## src/bscm_pkg.sv

```systemverilog
package bscm_pkg;

    // ****************************************************************
    // opcode patterns
    // ****************************************************************
    localparam logic [3:0]  OP_SKIP_CLR     = 4'hB;        // bit test, skip when clear
    localparam logic [3:0]  OP_SKIP_SET     = 4'hA;        // bit test, skip when set
    localparam logic [15:0] OP_CALL_WORKING_REGISTER    = 16'h0014;    // call through working register
    localparam logic [8:0]  OP_MOVE_IDX     = 9'h1D6;      // 1110_1011_0 prefix of indexed move
    localparam logic [3:0]  OP_SECOND_WORD  = 4'hF;        // prefix of any second word

    // ****************************************************************
    // field positions
    // ****************************************************************
    localparam int BIT_IDX_LSB  = 9;     // three-bit bit index
    localparam int ACCESS_POS   = 8;     // access select bit
    localparam int OFFSET_W     = 7;     // unsigned offset width
    localparam int DEST_W       = 12;    // destination field width
    localparam int ADDR_W       = 12;    // data address width
    localparam int PC_W         = 21;    // program counter width

    // ****************************************************************
    // special addresses
    // ****************************************************************
    localparam logic [ADDR_W-1:0] ADDR_TOP_LOW  = 12'hFFD;  // stack top low byte
    localparam logic [ADDR_W-1:0] ADDR_TOP_HIGH = 12'hFFE;  // stack top high byte
    localparam logic [ADDR_W-1:0] ADDR_TOP_UPP  = 12'hFFF;  // stack top upper byte
    localparam logic [ADDR_W-1:0] ADDR_PC_LOW   = 12'hFF9;  // counter low byte
    localparam logic [ADDR_W-1:0] ADDR_IND_LO   = 12'hFDB;  // lowest indirect register
    localparam logic [ADDR_W-1:0] ADDR_IND_HI   = 12'hFEF;  // highest indirect register
    localparam logic [7:0]        READ_ZERO     = 8'h00;    // value of indirect source read
    localparam logic [7:0]        ACCESS_SPLIT  = 8'h60;    // access bank low/high split
    localparam logic [3:0]        ACCESS_HI_BANK = 4'hF;    // bank of access upper half
    localparam logic [PC_W-1:0]   PC_STEP       = 21'h000002; // return offset
    localparam logic [PC_W-1:0]   PC_RESET      = 21'h000000; // counter after reset

    // ****************************************************************
    // carriers
    // ****************************************************************
    typedef struct packed {
        logic              we;      // write strobe
        logic [ADDR_W-1:0] addr;    // data address
        logic [7:0]        data;    // write data
    } bscm_wr_t;

    typedef struct packed {
        logic            push;      // push pulse
        logic [PC_W-1:0] addr;      // pushed return address
    } bscm_push_t;

    typedef enum logic [1:0] {
        OPC_OTHER,
        OPC_SKIP,
        OPC_CALL_VIA_WORKING_REGISTER,
        OPC_MOVE
    } bscm_opc_t;

endpackage

```

## src/bscm_decode.sv

```systemverilog
// ****************************************************************
// opcode recognition and bit-test address formation
// ****************************************************************
module bscm_decode (
    input  wire logic [15:0]                   instr_i,
    input  wire logic [3:0]                    bank_i,
    output bscm_pkg::bscm_opc_t                opc_o,
    output logic                               skip_on_set_o,
    output logic [2:0]                         bit_idx_o,
    output logic [bscm_pkg::ADDR_W-1:0]        file_addr_o,
    output logic                               two_word_o
);
    // first word of the indexed move; shared by class and length decode
    function automatic logic is_move_first(input logic [15:0] w);
        return (w[15:7] == bscm_pkg::OP_MOVE_IDX);
    endfunction

    // fixed decode of one word
    always_comb begin
        opc_o         = bscm_pkg::OPC_OTHER;
        skip_on_set_o = 1'b0;
        if (instr_i[15:12] == bscm_pkg::OP_SKIP_CLR) begin                    // [RQ1]
            opc_o = bscm_pkg::OPC_SKIP;
        end else if (instr_i[15:12] == bscm_pkg::OP_SKIP_SET) begin           // [RQ2]
            opc_o         = bscm_pkg::OPC_SKIP;
            skip_on_set_o = 1'b1;
        end else if (instr_i == bscm_pkg::OP_CALL_WORKING_REGISTER) begin
            opc_o = bscm_pkg::OPC_CALL_VIA_WORKING_REGISTER;
        end else if (is_move_first(instr_i)) begin
            opc_o = bscm_pkg::OPC_MOVE;
        end
    end

    // bit index, access select, file address fields
    assign bit_idx_o = instr_i[bscm_pkg::BIT_IDX_LSB +: 3];                  // [RQ14]

    // access bank when select is clear, else bank register
    always_comb begin
        if (instr_i[bscm_pkg::ACCESS_POS]) begin                              // [RQ5]
            file_addr_o = {bank_i, instr_i[7:0]};
        end else if (instr_i[7:0] < bscm_pkg::ACCESS_SPLIT) begin
            file_addr_o = {4'h0, instr_i[7:0]};
        end else begin
            file_addr_o = {bscm_pkg::ACCESS_HI_BANK, instr_i[7:0]};
        end
    end

    // only the indexed move is two-word in this subset
    assign two_word_o = is_move_first(instr_i);                              // [RQ4]
endmodule // bscm_decode

```

## src/bscm_core.sv

```systemverilog
// Notes on behaviour
// RQ1 - prefix 1011 skips next when bit clear
// RQ2 - prefix 1010 skips next when bit set
// RQ3 - met skip turns next word into no-op
// RQ4 - two-word skipped instruction costs two no-ops
// RQ5 - access bit picks access bank or bank register
// RQ6 - call pushes PC+2, loads counter from latches
// RQ7 - call spends second cycle as no-op
// RQ8 - call leaves working, status, bank untouched
// RQ9 - move source is pointer plus 7-bit offset
// RQ10 - move destination is 12-bit second-word field
// RQ11 - program never targets counter low or stack top
// RQ12 - indirect register source reads as zero
// RQ13 - move takes two words, two cycles
// RQ14 - bit index, access, file address field layout
module bscm_core (
    input  wire logic                          core_clk_i,
    input  wire logic                          srst_i,
    input  wire logic                          instr_valid_i,  // one fetched word per cycle
    input  wire logic [15:0]                   instr_i,
    input  wire logic [7:0]                    rd_data_i,      // data read at rd_addr_o
    input  wire logic [7:0]                    working_register_i,
    input  wire logic [3:0]                    bank_select_register_i,
    input  wire logic [bscm_pkg::ADDR_W-1:0]   second_indirect_pointer_i,
    input  wire logic [7:0]                    counter_high_latch_i,
    input  wire logic [4:0]                    counter_upper_latch_i,
    input  wire logic [bscm_pkg::PC_W-1:0]     pc_i,           // address of current word
    output logic [bscm_pkg::ADDR_W-1:0]        rd_addr_o,
    output bscm_pkg::bscm_wr_t                 wr_o,
    output bscm_pkg::bscm_push_t               push_o,
    output logic                               pc_load_o,
    output logic [bscm_pkg::PC_W-1:0]          pc_new_o,
    output logic                               nop_o           // word is discarded
);
    // ****************************************************************
    // decode
    // ****************************************************************
    bscm_pkg::bscm_opc_t       opc;                  // class of current word
    logic                      on_set;               // skip polarity
    logic [2:0]                bit_idx;              // tested bit
    logic [bscm_pkg::ADDR_W-1:0] f_addr;             // bit-test address
    logic                      two_word;             // current word is a two-word opcode

    bscm_decode u_dec (
        .instr_i       (instr_i),
        .bank_i        (bank_select_register_i),
        .opc_o         (opc),
        .skip_on_set_o (on_set),
        .bit_idx_o     (bit_idx),
        .file_addr_o   (f_addr),
        .two_word_o    (two_word)
    );

    typedef enum {ST_EXEC, ST_SKIP, ST_SKIP2, ST_CALL_NOP, ST_MOVE2} bscm_st_t;
    bscm_st_t state_reg;                             // execution phase
    bscm_st_t state_next;

    logic [bscm_pkg::ADDR_W-1:0] src_addr;           // computed move source
    logic                        src_ind;            // source is an indirect register
    logic [7:0]                  src_val_reg;        // latched source data
    logic                        skip_hit;           // skip condition met
    logic                        go;                 // new word executes

    assign go = instr_valid_i && (state_reg == ST_EXEC);

    // pointer plus unsigned offset, wraps in the 4K space
    assign src_addr = second_indirect_pointer_i
                    + {5'h00, instr_i[bscm_pkg::OFFSET_W-1:0]};              // [RQ9]
    assign src_ind  = (src_addr >= bscm_pkg::ADDR_IND_LO)
                    && (src_addr <= bscm_pkg::ADDR_IND_HI);
    // bit picked from data read this cycle
    assign skip_hit = (rd_data_i[bit_idx] == on_set);                       // [RQ1] [RQ2]

    // ****************************************************************
    // sequencing
    // ****************************************************************
    // next phase; skipped words are consumed one per valid cycle
    always_comb begin
        state_next = state_reg;
        case (state_reg)
            ST_EXEC: begin
                if (go && opc == bscm_pkg::OPC_SKIP && skip_hit) begin
                    state_next = ST_SKIP;                                    // [RQ3]
                end else if (go && opc == bscm_pkg::OPC_CALL_VIA_WORKING_REGISTER) begin
                    state_next = ST_CALL_NOP;                                // [RQ7]
                end else if (go && opc == bscm_pkg::OPC_MOVE) begin
                    state_next = ST_MOVE2;                                   // [RQ13]
                end
            end
            ST_SKIP: begin
                if (instr_valid_i) begin
                    state_next = two_word ? ST_SKIP2 : ST_EXEC;              // [RQ4]
                end
            end
            ST_SKIP2: begin
                if (instr_valid_i) begin
                    state_next = ST_EXEC;
                end
            end
            ST_CALL_NOP: begin
                if (instr_valid_i) begin
                    state_next = ST_EXEC;
                end
            end
            ST_MOVE2: begin
                if (instr_valid_i) begin
                    state_next = ST_EXEC;
                end
            end
            default: state_next = ST_EXEC;
        endcase
    end

    // phase register
    always_ff @(posedge core_clk_i) begin
        if (srst_i) begin
            state_reg <= ST_EXEC;
        end else begin
            state_reg <= state_next;
        end
    end

    // ****************************************************************
    // data path
    // ****************************************************************
    // read address: bit-test file or move source, registered for the memory
    always_ff @(posedge core_clk_i) begin
        if (srst_i) begin
            rd_addr_o <= '0;
        end else if (state_next == ST_EXEC || state_reg == ST_EXEC) begin
            rd_addr_o <= (opc == bscm_pkg::OPC_MOVE) ? src_addr : f_addr;
        end
    end

    // source captured in first move cycle; indirect reads give zero
    always_ff @(posedge core_clk_i) begin
        if (srst_i) begin
            src_val_reg <= bscm_pkg::READ_ZERO;
        end else if (go && opc == bscm_pkg::OPC_MOVE) begin
            src_val_reg <= src_ind ? bscm_pkg::READ_ZERO : rd_data_i;        // [RQ12]
        end
    end

    // destination write in the second move cycle
    always_ff @(posedge core_clk_i) begin
        if (srst_i) begin
            wr_o <= '0;
        end else begin
            wr_o.we   <= (state_reg == ST_MOVE2) && instr_valid_i;           // [RQ13]
            wr_o.addr <= instr_i[bscm_pkg::DEST_W-1:0];                      // [RQ10]
            wr_o.data <= src_val_reg;
        end
    end

    // call: push return address and load counter from latches
    // working, status and bank are never driven here
    always_ff @(posedge core_clk_i) begin
        if (srst_i) begin
            push_o    <= '0;
            pc_load_o <= 1'b0;
            pc_new_o  <= bscm_pkg::PC_RESET;
        end else begin
            push_o.push <= go && opc == bscm_pkg::OPC_CALL_VIA_WORKING_REGISTER;                 // [RQ6] [RQ8]
            push_o.addr <= pc_i + bscm_pkg::PC_STEP;
            pc_load_o   <= go && opc == bscm_pkg::OPC_CALL_VIA_WORKING_REGISTER;
            pc_new_o    <= {counter_upper_latch_i, counter_high_latch_i,
                            working_register_i};                             // [RQ6]
        end
    end

    // discard marker for words that execute as no-ops
    always_ff @(posedge core_clk_i) begin
        if (srst_i) begin
            nop_o <= 1'b0;
        end else begin
            // second move word does real work (the write), so it is never a no-op
            nop_o <= instr_valid_i && state_reg != ST_EXEC
                     && state_reg != ST_MOVE2;                               // [RQ3] [RQ7] [RQ13]
        end
    end
endmodule // bscm_core

```

## config.mk

```make
export PLATFORM = sky130hd
export DESIGN_NAME = bscm_core
export DESIGN_NICKNAME = d
export VERILOG_FILES = /design/src/bscm_pkg.sv /design/src/bscm_decode.sv /design/src/bscm_core.sv
export SDC_FILE = /design/constraint.sdc
export NUM_CORES = 1
export LEC_CHECK = 0
export BUFFER_PORTS_ARGS = -buffer_cell sky130_fd_sc_hd__buf_2
export CAP_MARGIN = 30
export CORE_MARGIN = 8
export CORE_UTILIZATION = 52
export CTS_CLUSTER_DIAMETER = 60
export DETAILED_ROUTE_END_ITERATION = 7
export HOLD_SLACK_MARGIN = 0.05
export PLACE_DENSITY = 0.85
export SYNTH_ARGS = -nofsm -noshare
export SYNTH_HDL_FRONTEND = slang
export SYNTH_SLANG_ARGS = --single-unit
```

## constraint.sdc

```tcl
create_clock -name core_clk_i -period 7.1 [get_ports core_clk_i]
set_input_delay 1.42 -clock core_clk_i [delete_from_list [all_inputs] [get_ports core_clk_i]]
set_output_delay 1.42 -clock core_clk_i [all_outputs]
set_load 0.01 [all_outputs]
```

== Word-level counts from Yosys, hierarchy flattened ==
Index checks and enable logic that the tools add are counted.
Storage, ports and cells
  input bits: 85
  bits in registers: 117
  logic and storage cells: 64
  output and inout port bits: 78
Cells by class
  muxes and demuxes: 19
  equality and inequality tests: 14
  $add $sub $neg: 2
  reduce and logical (&&, ||, !) cells: 15
  $lt $le $gt $ge: 4
Operator list (count)
  $mux 32: 5
  $logic_not 32->1: 3
  $pmux 32 s3: 1
  $eq 32x2->1 const B: 2
  $mux 12: 3
  $eq 32x1->1 const B: 1
  $eq 32x3->1 const B: 1
  $eq 32x4->1 const B: 1
  $ne 32x4->1 const B: 1
  $reduce_bool 32->1: 1
  $add 21x2->21 const B: 1
  $eq 16x5->1 const B: 1
  $add 12x7->12: 1
  $ge 12x12->1 const B: 1
  $le 12x12->1 const B: 1
  $mux 2: 5
  $eq 9x9->1 const B: 1
  $logic_and 1x1->1: 9
  $eq 4x4->1 const B: 2
  $lt 8x7->1 const B: 1
  $mux 8: 1
  $eq 2x2->1 const B: 2
  $lt 3x4->1 const B: 1
  $bmux 1 s3: 1
  other kinds (5): 7

== Depth between registers and ports, before layout ==
  depth in word-level cells: 13
  mapped depth: 8
  depth with buffers taken out: 8

== By module ==
Synthesis repeated with hierarchy kept, for this count alone.
Unflattened totals
  cells, all modules: 466
  area, all modules: 4545.6 um^2
By module, submodules not included
  bscm_core: times used 1, area each 4331.7 um^2, cells each 432, sequential area each 2342.2 um^2
  bscm_decode: times used 1, area each 214.0 um^2, cells each 34, sequential area each 0.0 um^2

== Worst setup path before layout ==
Ideal clock, no wire load.
  kind: input to register
  start point: in instr_i[0]
  end point: reg src_val_reg[0]
  stages on the path: 8
  library setup time: 0.135 ns
  path slack: 3.694 ns
  data required time: 6.965 ns
  arrival time: 3.270 ns
  buffers on the path: 0
  cells stage by stage: ha_1 fa_1 a211oi_1 nor2_1 xor2_1 nand2b_1 a211oi_2 o21ai_0
On the way
  longest elaborated chain between the ends: 6
  elaborated cells between the ends (all ways): 11
  those cells by class: 1 x add/sub; 2 x order compare; 2 x eq/ne; 4 x mux; 2 x reduce/logical
Ends and longest elaborated chain
  start, declared: line bscm_core.sv:20  | input wire logic [15:0] instr_i,
  parallel branches: the longest is 6 deep, another holds $add 12x7->12
  end signal, assigned: line bscm_core.sv:138  | src_val_reg <= bscm_pkg::READ_ZERO;
  end signal, assigned: line bscm_core.sv:140  | src_val_reg <= src_ind ? bscm_pkg::READ_ZERO : rd_data_i;
  end, declared: line bscm_core.sv:60  | logic [7:0] src_val_reg;
Parallel ways; which one is timed is not known.
A chain may end at the register's enable or synchronous reset.

== Final worst setup path ==
Same ends and word-level chain as after synthesis.

==> impl_metrics.py <==
metrics = {
    "run_status": {
        "status": "complete, no violations",
    },
    "critical_path": {
        "crit_arrival_ns": 3.83,
        "crit_type": "in2reg",
        "endpoint_kind": "register",
        "r2r-start": "state_reg[24]",
        "critPathLaunch": "instr_i[0]",
        "ff2ff_path_depth": 6,
        "path_max_fanout": 8,
        "cp-start-kind": "input port",
        "required_ns": 7.45,
    },
    "die": {
        "core_area_um2": 8130,
        "dieHeight_um": 107,
        "initial_core_util_pct": 53.2,
        "core.rowCount": 33,
        "die_x_um": 107,
        "dieArea_um2": 11500,
        "pin_count": 163,
    },
    "synth": {
        "ys_seq_area_share_pct": 54.1,
        "synthArstFlopShare_pct": 0,
        "synth_area_leaders": "dfxtp_1, nor2b_1, nor2_1",
        "ys_ff_latch": 117,
        "netlist_instances": 422,
        "ys_warn_count": 0,
        "synth_ff_type": "dfxtp_1",
        "synth_edf_count": 0,
        "synth_area_per_cell_um2": 10.3,
        "ys_types": 56,
        "yosys.area.top_type": "dfxtp_1",
        "netlist_area_um2": 4330,
        "yosysTopAreaCellShare_pct": 54.1,
    },
    "cells_and_area": {
        "area_growth_pct": 35.6,
        "drive_gt1_share_pct": 32.9,
        "fin_nets": 711,
        "insertedDiodeCount": 0,
        "largest_reg_flops": 32,
    },
    "global_routing": {
        "grt_usage_pct": 19.6,
        "grt_pass1_vias": 3738,
        "antenna_found_initial": 0,
        "grt_overflow": 0,
        "grt_max_degree": 80,
        "grt_pass1_wl_mm": 17.9,
    },
    "sta": {
        "grt_setup_unrepaired": "no",
        "hold_ws_ns": 0.456,
        "slew_violations": 0,
        "final-setup-viol-count": 0,
        "worst_pin_slew_ns": 0.781,
        "finalCriticalPeriod_ns": 3.48,
        "slew_headroom_pct": 47.9,
        "period_share_pct": 49.1,
        "clock_skew_ns": 0.00812,
        "setup_tns_ns": 0,
        "fmax_mhz": 287,
        "final-hold-violation-count": 0,
    },
    "clock_network": {
        "holdBufCountCts": 0,
        "insertion_delay_ns": 0.50,
        "cts.htree.levels": 4,
        "ctsResizeCount": 0,
        "cts_buffers": 17,
        "root_buffer": "clkbuf_8",
        "cts_tree": "built",
        "clk_pin_slew_ns": 0.06,
        "clockBufferDepth": 2,
        "post_cts_buffers": 0,
        "clkSinkCount": 117,
    },
    "routing": {
        "drt-pass1-iter-count": 4,
        "via_per_inst": 5.05,
        "vias": 3709,
        "drt_iter0_markers": 235,
        "drt_wl_total_mm": 11.6,
        "wire_per_inst_um": 15.7,
        "drc": 0,
        "drtAntennaViolNets": 0,
    },
    "placement": {
        "hpwl_mm": 8.92,
        "port_buffers": 162,
        "gp_congestion": 1.05,
    },
    "min_path": {
        "hp-start": "src_val_reg[6]",
        "hold_class": "reg2reg",
        "whs_path_depth": 1,
    },
    "job": {
        "cap_violations": 0,
    },
    "power": {
        "p_per_area_nw_per_um2": 279,
        "vdd_ir_drop_max_uv": 190,
        "leakagePower_uw": 0.00266,
    },
}
report_power, final:
part / leakage (µW) / internal, µW / switching (µW) / total (µW)
Sequential: 0.000972 / 687 / 8.89 / 696
Combinational: 0.00143 / 66.3 / 85.7 / 152
Clock: 0.000258 / 505 / 287 / 792
Total: 0.00266 / 1260 / 382 / 1640
layout by cell type (no fill, tap or decap), types with 7 or more instances in the layout:
cell type / instances
buf_2: 162
dfxtp_1: 117
nor2b_1: 47
nor2_1: 39
conb_1: 29
o21ai_0: 23
nand3_1: 18
clkbuf_16: 16
nand2_1: 13
xor2_1: 13
a211oi_1: 12
a21oi_1: 12
xnor2_1: 11
nand4_1: 9
nor4_1: 9
ha_1: 8
mux2i_1: 7
final timing paths:
kind	to	slack [ns]
hold / removal	wr_o[6]	0.46
setup reg to reg	rd_addr_o[11]	4.76
setup / recovery	src_val_reg[0]	3.62
hold reg to reg	wr_o[6]	0.46
cells in the mapped netlist, types with 2 or more instances:
master and n:
o31ai_1 2, xnor2_1 11, nand3b_1 2, o21ai_1 6, nor3_1 5, mux4_2 2
and4_1 2, nand4b_1 2, o21ai_0 23, nor2b_1 47, nor3b_1 2, mux2i_1 7
nand4_1 9, nand3_1 18, nand2_1 13, and3_1 6, nor2_1 39, clkbuf_1 9
buf_6 2, a211oi_1 12, nand2b_1 4, a21oi_1 12, dfxtp_1 117, or3_4 2
o211ai_1 3, buf_2 3, inv_1 3, xor2_1 13, nor4_1 9, ha_1 8
or3_1 4
worst max-delay path: stages:
cell and delay, ns:
buf_2 0.12, ha_1 0.23, fa_1 0.43, a211oi_1 0.42, nor2_1 0.10, o31ai_1 0.29
nand4_1 0.15, a211oi_2 0.46, o21ai_0 0.20
layer usage:
| metal | wire length (µm) | up-vias | part of all wire [%] | GRT usage [%] |
|---|---|---|---|---|
| met2 | 5510 | 166 | 48 | 32.5 |
| met1 | 4720 | 1683 | 41 | 22.7 |
| li1 | - | 1845 | - | - |
| met5 | 0 | - | 0 | 0 |
| met4 | 207 | 0 | 1.8 | 6.93 |
| met3 | 1120 | 15 | 9.7 | 7.31 |
per-stage QoR:
step	instance area, µm²	instances	util [%]	power, µW	worst slack (ns)
2_1_floorplan	4440	450	-	788	3.69
3_3_place_gp	5310	703	65.2	856	3.30
3_5_place_dp	5310	703	65.2	861	3.15
4_1_cts	5870	734	72.2	1650	3.68
5_1_grt	5870	734	72.2	1710	3.45
6_report	5870	734	72.2	1640	3.62
logic make-up (layout without fill, tap and decap cells):
kind of cell             count (synthesis)  after routing  share of synthesized area, %
flip-flops                             117            117                          54.1
AND/OR/NAND/NOR                        175            175                          23.5
XOR/XNOR                                24             24                          4.85
multiplexers                             9              9                          2.66
AO/OA/AOI/OAI                           68             68                          9.91
other                                    1             29                        0.0866
adder cells (fa/ha/maj)                  9              9                          2.77
buffers and inverters                   19            198                          2.17
layout make-up:
type	count	area [µm²]
timing repair buffer	163	818
clock buffer	19	432
inverter	4	15.0
multi-input combinational	314	2000
fill	596	2260
tap	105	131
clock inverter	12	133
sequential	117	2340
No activity file was read; power rests on OpenSTA's default activity.
